### src/inc/rtc_regs.svh
`ifndef RTC_REGS_SVH
`define RTC_REGS_SVH

// register byte offsets
`define RTC_OFF_CFG  8'h00
`define RTC_OFF_HIGH 8'h04
`define RTC_OFF_LOW  8'h08

// config field positions
`define RTC_BIT_EN   15
`define RTC_BIT_NC   14
`define RTC_BIT_WREN 13
`define RTC_BIT_SYNC 12
`define RTC_BIT_HALF 11
`define RTC_BIT_OE   10
`define RTC_PTR_HI   9
`define RTC_PTR_LO   8

// reset values
`define RTC_RST_CFG   16'h0000
`define RTC_RST_DAY   8'h01
`define RTC_RST_MONTH 8'h01

// axi responses
`define RTC_RESP_OKAY   2'b00
`define RTC_RESP_SLVERR 2'b10

// timing
`define RTC_CLK_NS        8
`define RTC_SECOND_NS     1000000000
`define RTC_SYNC_LEAD_NS  256
`define RTC_SECOND_CYCLES (`RTC_SECOND_NS / `RTC_CLK_NS)
`define RTC_SYNC_CYCLES   ((`RTC_SYNC_LEAD_NS + `RTC_CLK_NS - 1) / `RTC_CLK_NS)
`define RTC_CNT_W         27

`endif

### src/inc/rtc_pkg.sv
`include "rtc_regs.svh"

package rtc_pkg;

  typedef enum logic [1:0] {
    PAIR_MIN_SEC   = 2'b00,
    PAIR_WDAY_HOUR = 2'b01,
    PAIR_MONTH_DAY = 2'b10,
    PAIR_YEAR      = 2'b11
  } pair_sel_t;

  typedef enum logic [1:0] {
    SEL_CFG  = 2'b00,
    SEL_HIGH = 2'b01,
    SEL_LOW  = 2'b10,
    SEL_NONE = 2'b11
  } reg_sel_t;

  typedef struct packed {
    logic [7:0] year;
    logic [7:0] month;
    logic [7:0] day;
    logic [7:0] wday;
    logic [7:0] hour;
    logic [7:0] minute;
    logic [7:0] second;
  } cal_time_t;

  typedef struct packed {
    logic [`RTC_CNT_W-1:0] count;
    logic                  tick;
    logic                  half;
    logic                  sync;
  } timer_state_t;

  typedef struct packed {
    logic       en;
    logic       wren;
    logic       oe;
    logic [1:0] ptr;
    logic [7:0] cal;
    cal_time_t  tm;
    logic       aw_held;
    logic [7:0] awaddr;
    logic       w_held;
    logic [15:0] wdata;
    logic [1:0] wstrb;
    logic       awready;
    logic       wready;
    logic       bvalid;
    logic [1:0] bresp;
    logic       arready;
    logic       rvalid;
    logic [1:0] rresp;
    logic [15:0] rdata;
    logic       clk_out;
    logic       clk_oe;
  } ctl_state_t;

endpackage

### src/logic/rtc_second_timer.sv
`timescale 1ns/1ps
`include "rtc_regs.svh"

module rtc_second_timer #(
  parameter int unsigned SECOND_CYCLES = `RTC_SECOND_CYCLES
) (
  input  wire logic aclk,
  input  wire logic aresetn,
  input  wire logic run,
  input  wire logic restart,
  output logic      tick,
  output logic      half_second,
  output logic      sync_window
);

  localparam int unsigned W = `RTC_CNT_W;
  localparam logic [W-1:0] LAST = W'(SECOND_CYCLES - 1);
  localparam logic [W-1:0] HALF = W'(SECOND_CYCLES / 2);
  localparam logic [W-1:0] SYNC_AT = W'(SECOND_CYCLES - `RTC_SYNC_CYCLES);

  rtc_pkg::timer_state_t s_q;
  rtc_pkg::timer_state_t s_d;

  // prescaler: count within the second, tick at rollover
  always_comb begin
    s_d = s_q;
    s_d.tick = 1'b0;
    if (restart) begin
      s_d.count = '0;
    end else if (run) begin
      if (s_q.count == LAST) begin
        s_d.count = '0;
        s_d.tick = 1'b1;
      end else begin
        s_d.count = s_q.count + W'(1);
      end
    end
    s_d.half = (s_d.count >= HALF);
    // flag covers the lead cycles and the ripple cycle itself
    s_d.sync = run && !restart && ((s_d.count >= SYNC_AT) || s_d.tick);
  end

  always_ff @(posedge aclk) begin
    if (!aresetn) begin
      s_q <= '0;
    end else begin
      s_q <= s_d;
    end
  end

  assign tick = s_q.tick;
  assign half_second = s_q.half;
  assign sync_window = s_q.sync;

endmodule

### src/logic/rtc_cfg_top.sv
// The register offsets and the AXI4-Lite register port are this design's own decisions.
`timescale 1ns/1ps
`include "rtc_regs.svh"

// Functional notes
// - The clock counts time only while the module enable bit 15 is 1.
// - Writes to the high and low value windows take effect only while bit 13 is 1.
// - The read sync flag bit 12 is 1 while a rollover ripple may change the values.
// - The read sync flag is 0 only when values can be read without ripple risk.
// - Bit 11 reads 1 in the second half of each second and 0 in the first.
// - The clock output pin is driven only while the output enable bit 10 is 1.
// - The pointer picks min/sec, weekday/hour, month/day or reserved/year.
// - Each access to the high window decrements the pointer, stopping at zero.
// - Bit 14 of the config register reads as zero.
// - Only the power-on reset clears the config register; warm reset keeps it.
// - A write to the enable bit is taken only while the write enable bit is 1.
// - The half-second bit is read only and clears on a min/sec low write.

module rtc_cfg_top #(
  parameter int unsigned SECOND_CYCLES = `RTC_SECOND_CYCLES
) (
  input  wire logic        aclk,
  input  wire logic        aresetn,
  input  wire logic        warm_reset,
  input  wire logic [7:0]  awaddr,
  input  wire logic        awvalid,
  output logic             awready,
  input  wire logic [31:0] wdata,
  input  wire logic [3:0]  wstrb,
  input  wire logic        wvalid,
  output logic             wready,
  output logic [1:0]       bresp,
  output logic             bvalid,
  input  wire logic        bready,
  input  wire logic [7:0]  araddr,
  input  wire logic        arvalid,
  output logic             arready,
  output logic [31:0]      rdata,
  output logic [1:0]       rresp,
  output logic             rvalid,
  input  wire logic        rready,
  output logic             clock_out,
  output logic             clock_out_en,
  output logic [7:0]       cal_byte,
  output logic             clock_module_enable
);

  rtc_pkg::ctl_state_t q;
  rtc_pkg::ctl_state_t d;
  rtc_pkg::cal_time_t  tm;
  rtc_pkg::reg_sel_t   wr_sel;
  rtc_pkg::reg_sel_t   rd_sel;
  logic                wr_fire;
  logic                ar_fire;
  logic                restart;
  logic                carry;
  logic [7:0]          mdays;
  logic [1:0]          ptr;
  logic                tick;
  logic                half;
  logic                sync;
  logic [15:0]         pw;

  // register offset to register select
  function automatic rtc_pkg::reg_sel_t decode(input logic [7:0] a);
    case (a)
      `RTC_OFF_CFG:  return rtc_pkg::SEL_CFG;
      `RTC_OFF_HIGH: return rtc_pkg::SEL_HIGH;
      `RTC_OFF_LOW:  return rtc_pkg::SEL_LOW;
      default:       return rtc_pkg::SEL_NONE;
    endcase
  endfunction

  // bcd increment with wrap from hi back to lo
  function automatic logic [7:0] bcd_next(input logic [7:0] v,
                                          input logic [7:0] lo,
                                          input logic [7:0] hi);
    if (v >= hi) begin
      return lo;
    end
    if (v[3:0] >= 4'h9) begin
      return {v[7:4] + 4'h1, 4'h0};
    end
    return {v[7:4], v[3:0] + 4'h1};
  endfunction

  // last day of the month, leap year every fourth year
  function automatic logic [7:0] month_days(input logic [7:0] m,
                                            input logic [7:0] y);
    logic [1:0] ymod;
    ymod = 2'(y[3:0]) + {y[4], 1'b0};
    case (m)
      8'h02:                      return (ymod == 2'h0) ? 8'h29 : 8'h28;
      8'h04, 8'h06, 8'h09, 8'h11: return 8'h30;
      default:                    return 8'h31;
    endcase
  endfunction

  // value pair seen through the window
  function automatic logic [15:0] pair_word(input rtc_pkg::cal_time_t t,
                                            input logic [1:0] p);
    unique case (rtc_pkg::pair_sel_t'(p))
      rtc_pkg::PAIR_MIN_SEC:   return {t.minute, t.second};
      rtc_pkg::PAIR_WDAY_HOUR: return {t.wday, t.hour};
      rtc_pkg::PAIR_MONTH_DAY: return {t.month, t.day};
      rtc_pkg::PAIR_YEAR:      return {8'h00, t.year};
    endcase
  endfunction

  // one-second prescaler
  rtc_second_timer #(
    .SECOND_CYCLES (SECOND_CYCLES)
  ) u_timer (
    .aclk        (aclk),
    .aresetn     (aresetn),
    .run         (q.en),
    .restart     (restart),
    .tick        (tick),
    .half_second (half),
    .sync_window (sync)
  );

  // next state of the whole block
  always_comb begin
    d = q;
    wr_fire = q.aw_held && q.w_held && !q.bvalid;
    wr_sel = decode(q.awaddr);
    ar_fire = arvalid && q.arready;
    rd_sel = decode(araddr);
    tm = q.tm;
    carry = 1'b0;
    restart = 1'b0;
    mdays = month_days(q.tm.month, q.tm.year);
    ptr = q.ptr;
    pw = pair_word(q.tm, q.ptr);

    // calendar ripple at the end of each second
    if (tick) begin
      carry = (tm.second == 8'h59);
      tm.second = bcd_next(tm.second, 8'h00, 8'h59);
      if (carry) begin
        carry = (tm.minute == 8'h59);
        tm.minute = bcd_next(tm.minute, 8'h00, 8'h59);
        if (carry) begin
          carry = (tm.hour == 8'h23);
          tm.hour = bcd_next(tm.hour, 8'h00, 8'h23);
          if (carry) begin
            tm.wday = bcd_next(tm.wday, 8'h00, 8'h06);
            carry = (tm.day >= mdays);
            tm.day = bcd_next(tm.day, 8'h01, mdays);
            if (carry) begin
              carry = (tm.month == 8'h12);
              tm.month = bcd_next(tm.month, 8'h01, 8'h12);
              if (carry) begin
                tm.year = bcd_next(tm.year, 8'h00, 8'h99);
              end
            end
          end
        end
      end
    end

    // window writes, gated by the write enable
    if (wr_fire && q.wren && q.wstrb[0]) begin
      if (wr_sel == rtc_pkg::SEL_LOW) begin
        unique case (rtc_pkg::pair_sel_t'(q.ptr))
          rtc_pkg::PAIR_MIN_SEC: begin
            tm.second = q.wdata[7:0];
            restart = 1'b1;
          end
          rtc_pkg::PAIR_WDAY_HOUR: tm.hour = q.wdata[7:0];
          rtc_pkg::PAIR_MONTH_DAY: tm.day = q.wdata[7:0];
          rtc_pkg::PAIR_YEAR:      tm.year = q.wdata[7:0];
        endcase
      end else if (wr_sel == rtc_pkg::SEL_HIGH) begin
        unique case (rtc_pkg::pair_sel_t'(q.ptr))
          rtc_pkg::PAIR_MIN_SEC:   tm.minute = q.wdata[7:0];
          rtc_pkg::PAIR_WDAY_HOUR: tm.wday = q.wdata[7:0];
          rtc_pkg::PAIR_MONTH_DAY: tm.month = q.wdata[7:0];
          rtc_pkg::PAIR_YEAR:      ;
        endcase
      end
    end
    d.tm = tm;

    // config writes; status bits are not writable
    if (wr_fire && wr_sel == rtc_pkg::SEL_CFG) begin
      if (q.wstrb[0]) begin
        d.cal = q.wdata[7:0];
      end
      if (q.wstrb[1]) begin
        if (q.wren) begin
          d.en = q.wdata[`RTC_BIT_EN];
        end
        d.wren = q.wdata[`RTC_BIT_WREN];
        d.oe = q.wdata[`RTC_BIT_OE];
        ptr = q.wdata[`RTC_PTR_HI:`RTC_PTR_LO];
      end
    end

    // pointer steps down on each high window access
    if (wr_fire && wr_sel == rtc_pkg::SEL_HIGH && ptr != 2'h0) begin
      ptr = ptr - 2'h1;
    end
    if (ar_fire && rd_sel == rtc_pkg::SEL_HIGH && ptr != 2'h0) begin
      ptr = ptr - 2'h1;
    end
    d.ptr = ptr;

    // write channel: hold address and data, answer when both are in
    if (wr_fire) begin
      d.bvalid = 1'b1;
      d.bresp = (wr_sel == rtc_pkg::SEL_NONE) ? `RTC_RESP_SLVERR : `RTC_RESP_OKAY;
      d.aw_held = 1'b0;
      d.w_held = 1'b0;
    end else if (q.bvalid && bready) begin
      d.bvalid = 1'b0;
    end
    if (awvalid && q.awready) begin
      d.aw_held = 1'b1;
      d.awaddr = awaddr;
    end
    if (wvalid && q.wready) begin
      d.w_held = 1'b1;
      d.wdata = wdata[15:0];
      d.wstrb = wstrb[1:0];
    end

    // read channel: data registered one cycle after the address
    if (ar_fire) begin
      d.rvalid = 1'b1;
      d.rresp = `RTC_RESP_OKAY;
      unique case (rd_sel)
        rtc_pkg::SEL_CFG:  d.rdata = {q.en, 1'b0, q.wren, sync,
                                      half, q.oe, q.ptr, q.cal};
        rtc_pkg::SEL_HIGH: d.rdata = {8'h00, pw[15:8]};
        rtc_pkg::SEL_LOW:  d.rdata = {8'h00, pw[7:0]};
        rtc_pkg::SEL_NONE: begin
          d.rdata = 16'h0000;
          d.rresp = `RTC_RESP_SLVERR;
        end
      endcase
    end else if (q.rvalid && rready) begin
      d.rvalid = 1'b0;
    end

    // warm reset drops bus traffic but keeps the register contents
    if (warm_reset) begin
      d.aw_held = 1'b0;
      d.w_held = 1'b0;
      d.bvalid = 1'b0;
      d.rvalid = 1'b0;
    end
    d.awready = !d.aw_held && !d.bvalid;
    d.wready = !d.w_held && !d.bvalid;
    d.arready = !d.rvalid;

    // 1 Hz square wave onto the output pin
    d.clk_oe = q.oe;
    d.clk_out = q.oe && q.en && half;
  end

  // power-on reset is the only one that clears the register
  always_ff @(posedge aclk) begin
    if (!aresetn) begin
      q <= '0;
      q.tm.day <= `RTC_RST_DAY;
      q.tm.month <= `RTC_RST_MONTH;
      q.awready <= 1'b1;
      q.wready <= 1'b1;
      q.arready <= 1'b1;
    end else begin
      q <= d;
    end
  end

  // outputs straight from the state flops
  assign awready = q.awready;
  assign wready = q.wready;
  assign bvalid = q.bvalid;
  assign bresp = q.bresp;
  assign arready = q.arready;
  assign rvalid = q.rvalid;
  assign rresp = q.rresp;
  assign rdata = {16'h0000, q.rdata};
  assign clock_out = q.clk_out;
  assign clock_out_en = q.clk_oe;
  assign cal_byte = q.cal;
  assign clock_module_enable = q.en;
endmodule

### config.mk
export PLATFORM = sky130hd
export DESIGN_NAME = rtc_cfg_top
export DESIGN_NICKNAME = d
export VERILOG_FILES = /design/src/inc/rtc_pkg.sv /design/src/logic/rtc_second_timer.sv /design/src/logic/rtc_cfg_top.sv
export VERILOG_INCLUDE_DIRS = /design/src /design/src/inc
export SDC_FILE = /design/constraint.sdc
export NUM_CORES = 1
export LEC_CHECK = 0
export ABC_AREA = 1
export BUFFER_PORTS_ARGS = -buffer_cell sky130_fd_sc_hd__buf_2
export CAP_MARGIN = 20
export CELL_PAD_IN_SITES_DETAIL_PLACEMENT = 1
export CELL_PAD_IN_SITES_GLOBAL_PLACEMENT = 1
export CORE_MARGIN = 5
export CORE_UTILIZATION = 33
export DETAILED_ROUTE_END_ITERATION = 8
export PLACE_DENSITY_LB_ADDON = 0.3
export SETUP_SLACK_MARGIN = 0.02
export SKIP_CTS_REPAIR_TIMING = 1
export SLEW_MARGIN = 20
export SYNTH_ARGS = -nofsm -noshare
export SYNTH_HDL_FRONTEND = slang
export SYNTH_SLANG_ARGS = --single-unit
### constraint.sdc
create_clock -name aclk -period 3.7 [get_ports aclk]
set_input_delay 0.74 -clock aclk [delete_from_list [all_inputs] [get_ports aclk]]
set_output_delay 0.74 -clock aclk [all_outputs]
set_load 0.01 [all_outputs]
# After elaboration in Yosys (flattened, before gate mapping)

Index checks and enable logic that the tools add are counted.

$add $sub $neg: 18
Magnitude comparators: 16
Equal/unequal tests: 23
Muxes and demuxes: 155
Reduce and logical (&&, ||, !) cells: 39

Operators by type and width:

| operator                                                                 | number |
|---|---|
| 8-bit 2-to-1 mux                                                         | 46 |
| 16-bit one-hot mux with 4 select lines                                   | 2 |
| 56-bit 2-to-1 mux                                                        | 2 |
| 1-bit 2-to-1 mux                                                         | 87 |
| 4-bit by 1-bit adder with 4-bit output (second input constant)           | 14 |
| 27-bit 2-to-1 mux                                                        | 2 |
| 48-bit 2-to-1 mux                                                        | 1 |
| 40-bit 2-to-1 mux                                                        | 1 |
| 8-bit by 3-bit == test with 1-bit output (second input constant)         | 4 |
| 32-bit 2-to-1 mux                                                        | 1 |
| 4-bit >= comparator (second input constant)                              | 7 |
| 28-bit 2-to-1 mux                                                        | 1 |
| 27-bit by 1-bit adder with 27-bit output (second input constant)         | 1 |
| 27-bit == test (second input constant)                                   | 1 |
| 27-bit by 26-bit >= comparator with 1-bit output (second input constant) | 1 |
| 27-bit >= comparator (second input constant)                             | 1 |
| 8-bit by 4-bit == test with 1-bit output (second input constant)         | 3 |
| 1-bit logical AND                                                        | 20 |
| 19-bit 2-to-1 mux                                                        | 1 |
| 8-bit by 5-bit == test with 1-bit output (second input constant)         | 2 |
| 8-bit by 7-bit == test with 1-bit output (second input constant)         | 2 |
| 8-bit by 7-bit >= comparator with 1-bit output (second input constant)   | 2 |
| 8-bit logical NOT                                                        | 2 |
| 16-bit 2-to-1 mux                                                        | 1 |
| other kinds (22)                                                         | 46 |

Flip-flop bits (word level): 154
Bits of input ports: 60
Output and inout bits: 52
Logic and storage cells: 282

# Longest topological paths before layout

Gate-level depths: netlist (run 1).

Word-level depth: 29
Gate-level depth with buffers: 20
Mapped depth without buffers: 20

# Hierarchy

Synthesis (run 1) repeated with hierarchy kept, for this count alone.

Cell total of the unflattened synthesis: 1391
Area total of the unflattened synthesis: 9275.1 um2

Modules (own cells, without submodules):

| module           | times used | cells an instance | area each (um2) |
|---|---|---|---|
| rtc_cfg_top      | 1          | 1051              | 7191.9 |
| rtc_second_timer | 1          | 340               | 2083.2 |

# Least setup slack after synthesis (run 1)

No wires, ideal clock.

Path type: reg-to-reg
Start point: register q[95] (netlist name)
End point: register q[107] (netlist name)
Setup time: 121 ps
Arrival time: 2476 ps
Required time: 3579 ps
Path slack: 1103 ps
Stages on the path, launching flop included: 18
Path through: dfxtp_1 > inv_1 > ha_1 > o21ai_0 > o21ai_0 > a31oi_1 > inv_1 > nor2_1 > ha_1 > inv_1 > o2111ai_1 > nand2_1 > nor2_1 > nand3_1 > nand3_1 > nand2_1 > nand2_1 > a21oi_1

Cells in the longest elaborated chain, start to end: 12
Elaborated cells between the ends (all ways): 18
Those cells by class: order compare (1); eq/ne (6); mux (10); reduce/logical (1)

RTL lines:

| what                                                             | line               | text |
|---|---|---|
| start, declared                                                  | rtc_cfg_top.sv:48  | `rtc_pkg::ctl_state_t q;` |
| 8-bit by 3-bit == test with 1-bit output (tied with other cells) | rtc_cfg_top.sv:92  | `case (m)` |
| 4-bit OR reduction                                               | rtc_cfg_top.sv:92  |  |
| 5-bit one-hot mux with 2 select lines                            | rtc_cfg_top.sv:92  |  |
| 8-bit >= comparator                                              | rtc_cfg_top.sv:149 | `carry = (tm.day >= mdays);` |
| 16-bit 2-to-1 mux (*)                                            | rtc_cfg_top.sv:151 | `if (carry) begin` |
| 32-bit 2-to-1 mux (*)                                            | rtc_cfg_top.sv:147 | `if (carry) begin` |
| 40-bit 2-to-1 mux (*)                                            | rtc_cfg_top.sv:144 | `if (carry) begin` |
| 48-bit 2-to-1 mux (*)                                            | rtc_cfg_top.sv:141 | `if (carry) begin` |
| 56-bit 2-to-1 mux (*)                                            | rtc_cfg_top.sv:138 | `if (tick) begin` |
| 8-bit 2-to-1 mux                                                 | rtc_cfg_top.sv:166 | `unique case (rtc_pkg::pair_sel_t'(q.ptr))` |
| 8-bit 2-to-1 mux                                                 | rtc_cfg_top.sv:165 | `if (wr_sel == rtc_pkg::SEL_LOW) begin` |
| 56-bit 2-to-1 mux (*)                                            | rtc_cfg_top.sv:164 | `if (wr_fire && q.wren && q.wstrb[0]) begin` |

Mark *: on every way between the ends. The rest lies on a longest branch, timed or not.
A chain may end at the register's enable or synchronous reset.

# Final worst setup path (run 1)

Start point: register q[100] (netlist name)
End point: register q[107] (netlist name)

Same word-level chain as after synthesis.

==> results.json, run 1 <==
{
  "status": "completed",
  "utilization_pct": 37.68,
  "grt_pass1_wl_mm": 49.56,
  "die_area_mm2": 0.03106,
  "arrival_ns": 3.59,
  "synth_ff_type": "dfxtp_1",
  "drt_first_pass_iters": 5,
  "p_int_w": 0.002580,
  "postRouteAntennaNets": 0,
  "worstMarginPinSlew_ns": 0.7735,
  "synth-warning-count": 0,
  "die_h_um": 176.2,
  "cp_cell_sequence": "inv_1, ha_1, nor3b_1, nand3_1, ha_1, inv_1, nor2_1, nand2_1, nand2_1, nand2_1, o2111ai_1, nand2_1, nor2_1, nand3_1, nand3_1, nand2_1, nand2_1, a21oi_1",
  "cp_max_fo": 6,
  "pwr_density_cell_mw_per_mm2": 352.8,
  "hold_viol": 0,
  "drv_slew": 0,
  "pwr-share-clk_pct": 49.8,
  "critical-path-max-stage-delay_ns": 0.36,
  "slew_headroom_pct": 48.36,
  "power.total_w": 0.003603,
  "insertion_delay_ns": 0.45,
  "setup_violations": 0,
  "path_buf_inv": 2,
  "r2r_slack_ns": 0.43,
  "cts_max_level": 4,
  "gp_congestion": 0.8789,
  "pre_cts_ws_ns": 0.4283,
  "ys_ff_latch": 148,
  "grtUsageTotal_pct": 19.81,
  "synthCells": 1363,
  "hpwl_mm": 23.66,
  "post-route-period-util_pct": 88.41,
  "cts_tree": "done",
  "grt_max_degree": 68,
  "p_sw_share_pct": 28.40,
  "irDropWorstVdd_uv": 311.5,
  "slowest_stage": "ha_1",
  "cp.required_ns": 4.02,
  "rows": 60,
  "wl_per_cell_um": 17.19,
  "cts_buffers": 17,
  "overflow": 0,
  "p_sw_w": 0.001023,
  "crit_family": "simple AND/OR/NAND/NOR gates",
  "ys_types": 52,
  "wl_mm": 30.71,
  "vias_per_cell": 5.109,
  "path_class": "flop to flop",
  "fin_nets": 1507,
  "grt_pass1_vias": 9173,
  "core_mm2": 0.02710,
  "async_flop_share_pct": 0,
  "layout-drive-gt1-share_pct": 11.10,
  "drtIter0Drc": 653,
  "io_pins": 112,
  "clockBufferDepth": 2,
  "num_vias": 9130,
  "p_leak_nw": 4.119,
  "fill_cells": 3528,
  "cp_common_cell": "nand2_1",
  "hold_class": "flop to flop",
  "maxCapViolations": 0,
  "cts.sinks": 148,
  "synth-edff-count": 0,
  "start_kind": "flop",
  "skew_ns": 0.01752,
  "rsz0062_at_grt": "no",
  "port_buffers": 71,
  "setup-tns-final_ns": 0,
  "ys_seq_area_share_pct": 32.49,
  "initial_core_util_pct": 33.65,
  "die_w_um": 176.2,
  "path_clk_slew_ns": 0.08,
  "area_growth_syn_to_layout_pct": 11.98,
  "end_kind": "flop",
  "postSynthAreaPerCell_um2": 6.691,
  "clock.fmax_ghz": 0.3057,
  "drcViolationCount": 0,
  "power_frac_seq_pct": 45.9,
  "finalCriticalPeriod_ns": 3.271,
  "hold_slack_ns": 0.4637,
  "cts_root_buf": "clkbuf_16",
  "diodes": 0,
  "synth_area_mm2": 0.009120,
  "final.setup.worst_slack_ns": 0.4287,
  "antenna_found_initial": 1,
  "p_comb_share_pct": 4.2
}
-- worst min-delay path: stages, from the launching register on --
cell and delay (ns):
dfxtp_1 0.31, nand2_1 0.06, a21oi_1 0.05
-- stage by stage --
step	instance area (µm²)	cells
after global routing	10210	1787
after global placement	9604	1755
after detailed placement	9604	1755
after floorplan	9188	1381
after CTS	10210	1787
final	10210	1787
-- worst paths after layout --
path                               start        to  cells past startpoint
worst min-delay path            rdata[6]  rdata[6]                      2
worst min register to register  rdata[6]  rdata[6]                      2
worst max register to register    q[100]    q[107]                     18
worst max-delay path              q[100]    q[107]                     18
-- per-layer routing --
layer | vias up | share of wire (%) | track usage (%) | wire, µm
met3 | 22 | 5.0 | 3.426 | 1525
met5 | - | 0.023 | 0 | 7
met2 | 205 | 47 | 33.40 | 14510
met4 | 2 | 0.69 | 3.184 | 212
li1 | 4535 | - | - | -
met1 | 4366 | 47 | 27.10 | 14450
-- layout by cell type (no fill, tap or decap), types with 14 or more instances in the layout --
cell type | netlist | routed
conb_1 | 1 | 19
inv_1 | 164 | 164
o21ai_0 | 105 | 105
nand4_1 | 33 | 33
ha_1 | 45 | 45
dfxtp_1 | 148 | 148
nand2_1 | 246 | 246
nor2_1 | 194 | 194
a21oi_1 | 97 | 97
o22ai_1 | 14 | 14
clkbuf_16 | 0 | 17
buf_2 | 5 | 71
nand3_1 | 74 | 74
nor3_1 | 32 | 32
-- synthesized netlist by cell type (2+ instances only) --
cell type,count,share of area (%)
o211ai_1,12,0.99
a32oi_1,2,0.19
ha_1,45,6.2
inv_2,12,0.49
buf_2,5,0.27
nor2_1,194,8.0
nand2_1,246,10
nor2_4,8,0.99
xnor2_1,4,0.38
a211oi_1,6,0.49
a21oi_1,97,5.3
o31ai_1,4,0.33
nor2_2,9,0.62
clkbuf_1,25,1.0
nand3_2,2,0.22
o21bai_1,2,0.16
nand2_2,2,0.14
nand2_4,2,0.25
xor2_1,13,1.2
o221ai_1,7,0.67
nor4_1,6,0.41
nor4_2,2,0.27
o2111ai_1,3,0.29
nand3_1,74,4.1
a31oi_1,10,0.69
a22oi_1,5,0.41
o22ai_1,14,0.96
buf_1,2,0.082
buf_4,45,3.7
nor3_1,32,1.8
nor3b_1,2,0.16
clkinv_1,4,0.16
nand4_1,33,2.3
o21ai_0,105,5.8
nand3b_1,2,0.16
inv_1,164,6.7
dfxtp_1,148,32
-- kinds of logic (layout without fill, tap and decap cells) --
logic type	after synthesis	in the layout	share of synthesized area, %
AO/OA/AOI/OAI	274	274	17.01
XOR/XNOR	17	17	1.633
adder cells (fa/ha/maj)	45	45	6.174
buffers and inverters	258	292	12.55
flip-flops	148	148	32.49
multiplexers	1	1	0.1235
other	1	19	0.04112
AND/OR/NAND/NOR	619	619	29.98
-- power by group through the flow --
| stage | clock, W | sequential [W] | combinational (W) |
|---|---|---|---|
| after global placement | 0 | 0.00169 | 0.000149 |
| after detailed placement | 0 | 0.00169 | 0.000154 |
| after CTS | 0.00183 | 0.00165 | 0.000154 |
| after floorplan | 0 | 0.00167 | 0.000113 |
| after global routing | 0.00190 | 0.00166 | 0.000174 |
| final | 0.00179 | 0.00166 | 0.000153 |
-- final cells by class --
type | count | area (µm²) | share of cell area [%]
clock inverter | 15 | 182.7 | 1.789
timing repair buffer | 79 | 415.4 | 4.068
sequential | 148 | 2963 | 29.01
inverter | 181 | 680.7 | 6.665
clock buffer | 17 | 425.4 | 4.166
multi-input combinational | 975 | 5080 | 49.74
tap | 372 | 465.4 | 4.558
-- flip-flops by register name, summed over array words and instances (netlist names) --
name	cells
bvalid	1
cal_byte	8
bresp	1
u_timer.tick	1
rdata	15
u_timer.sync_window	1
clock_out	1
awready	1
clock_module_enable	1
clock_out_en	1
q	84
arready	1
u_timer.half_second	1
u_timer.s_q	27
wready	1
rvalid	1
d	1
rresp	1
(Power assumes the default switching activity.)
==> inputs of run 2 (changes only) <==
==> constraint.sdc (replaced) <==
create_clock -name aclk -period 3.75 [get_ports aclk]
set_input_delay 0.75 -clock aclk [delete_from_list [all_inputs] [get_ports aclk]]
set_output_delay 0.75 -clock aclk [all_outputs]
set_load 0.01 [all_outputs]
==> run 2 against run 1 <==
Compared with the run above: non-clock buffer count shrank 1; combinational power is essentially flat; register-to-register slack is essentially flat.
==> results.json, run 2 (synthesis gave the netlist of run 1 again) <==
{
  "status": "completed",
  "clockBufferDepth": 2,
  "cp_common_cell": "nand2_1",
  "skew_ns": 0.01763,
  "irDropWorstVdd_uv": 282.7,
  "worstHoldPathCells": 2,
  "hold_viol": 0,
  "dpl.cell_count": 1754,
  "largest_reg_flops": 84,
  "p_comb_share_pct": 4.2,
  "arrival_ns": 3.62,
  "area_growth_syn_to_layout_pct": 11.96,
  "finalCriticalPeriod_ns": 3.318,
  "num_vias": 9187,
  "fill_cells": 3494,
  "vias_per_cell": 5.141,
  "io_pins": 112,
  "layout-drive-gt1-share_pct": 11.03,
  "cts.sinks": 148,
  "drv_slew": 0,
  "wl_per_cell_um": 17.20,
  "power_frac_seq_pct": 46.3,
  "end_kind": "flop",
  "post-route-period-util_pct": 88.48,
  "grtUsageTotal_pct": 19.56,
  "gp_congestion": 0.8930,
  "cp_max_fo": 6,
  "r2r_start": "q[100]",
  "drtIter0Drc": 545,
  "core_mm2": 0.02710,
  "postRouteAntennaNets": 0,
  "pwr-share-clk_pct": 49.4,
  "holdPathEnd": "rdata[13]",
  "hpwl_mm": 23.70,
  "insertion_delay_ns": 0.44,
  "slew_headroom_pct": 49.62,
  "worstHoldStart": "rdata[13]",
  "p_int_w": 0.002541,
  "cts_tree": "done",
  "layout_common_cells": "246 x nand2_1, 194 x nor2_1, 164 x inv_1",
  "hold_class": "flop to flop",
  "pwr_density_cell_mw_per_mm2": 345.5,
  "grt_pass1_wl_mm": 48.93,
  "regMostFlops": "q",
  "path_class": "flop to flop",
  "overflow": 0,
  "setup_violations": 0,
  "drt_first_pass_iters": 5,
  "die_h_um": 176.2,
  "fin_nets": 1506,
  "clock.fmax_ghz": 0.3014,
  "die_w_um": 176.2,
  "antenna_found_initial": 2,
  "start_kind": "flop",
  "cp.required_ns": 4.05,
  "slowest_stage": "ha_1",
  "r2r-end": "q[107]",
  "die_area_mm2": 0.03106,
  "wl_mm": 30.74,
  "critical-path-max-stage-delay_ns": 0.35,
  "p_sw_share_pct": 27.98,
  "port_buffers": 71,
  "cp_cell_sequence": "inv_1, ha_1, nor3b_1, nand3_1, ha_1, inv_1, nor2_1, nand2_1, nand2_1, nand2_1, o2111ai_1, nand2_1, nor2_1, nand3_1, nand3_1, nand2_1, nand2_1, a21oi_1",
  "rsz0062_at_grt": "no",
  "cts_max_level": 4,
  "rows": 60,
  "maxCapViolations": 0,
  "grt_max_degree": 68,
  "stdcell_area_mm2": 0.01021,
  "initial_core_util_pct": 33.65,
  "p_leak_nw": 4.117,
  "path_clk_slew_ns": 0.08,
  "cts_root_buf": "clkbuf_16",
  "grt_pass1_vias": 9252,
  "p_sw_w": 0.0009873,
  "worstMarginPinSlew_ns": 0.7538,
  "cts_buffers": 17,
  "stdcell_count": 1787,
  "r2r_slack_ns": 0.43,
  "final_common_cell": "nand2_1",
  "drcViolationCount": 0,
  "reg2reg_depth": 18,
  "place_area_mm2": 0.009597,
  "setup-tns-final_ns": 0
}
[run 2: worst max-delay path by stage]
stage / start / end / depth (start not counted)
after floorplan: q[95] / q[107] / 17
after global placement: q[100] / q[107] / 18
after detailed placement: q[100] / q[107] / 18
after CTS: q[100] / q[107] / 18
after global routing: q[95] / q[107] / 17
final: q[100] / q[107] / 18
[run 2: power groups by stage]
| stage | clock network (W) | logic (W) | registers, W |
|---|---|---|---|
| 5_1_grt | 0.00185 | 0.000171 | 0.00164 |
| 3_3_place_gp | 0 | 0.000148 | 0.00167 |
| 6_report | 0.00174 | 0.000150 | 0.00163 |
| 3_5_place_dp | 0 | 0.000150 | 0.00167 |
| 2_1_floorplan | 0 | 0.000111 | 0.00165 |
| 4_1_cts | 0.00179 | 0.000151 | 0.00163 |
[run 2: per-stage QoR]
stage / hold WS, ns / setup WS [ns] / utilization (%) / total power, W
after floorplan: 0.4192 / 1.153 / - / 0.001758
after global placement: 0.4534 / 0.5697 / 35.41 / 0.001817
after detailed placement: 0.4553 / 0.4372 / 35.41 / 0.001821
after CTS: 0.4680 / 0.3816 / 37.67 / 0.003571
after global routing: 0.4769 / 0.1319 / 37.68 / 0.003655
final: 0.4645 / 0.4321 / 37.68 / 0.003528
[run 2: critical path, delay by kind of cell, from the launching register on]
kind | cells | cell delay, ns
compound gates | 2 | 0.38
fa+ha+maj | 2 | 0.52
buf+inv | 2 | 0.21
flops | 1 | 0.33
simple gates | 12 | 1.73
[run 2: final cells by class]
type	count	area, µm²	share of cell area (%)
inverter	181	680.7	6.666
sequential	148	2963	29.02
clock inverter	15	186.4	1.826
tap	372	465.4	4.558
clock buffer	17	425.4	4.166
multi-input combinational	975	5080	49.75
antenna	1	2.502	0.02451
timing repair buffer	78	407.9	3.995
[run 2: metal layers]
metal	GRT usage (%)	routed length (µm)	up-vias
met5	0	10	-
met4	5.491	656	2
met3	2.934	1209	36
met2	32.78	14330	178
met1	26.24	14540	4448
li1	-	-	4523
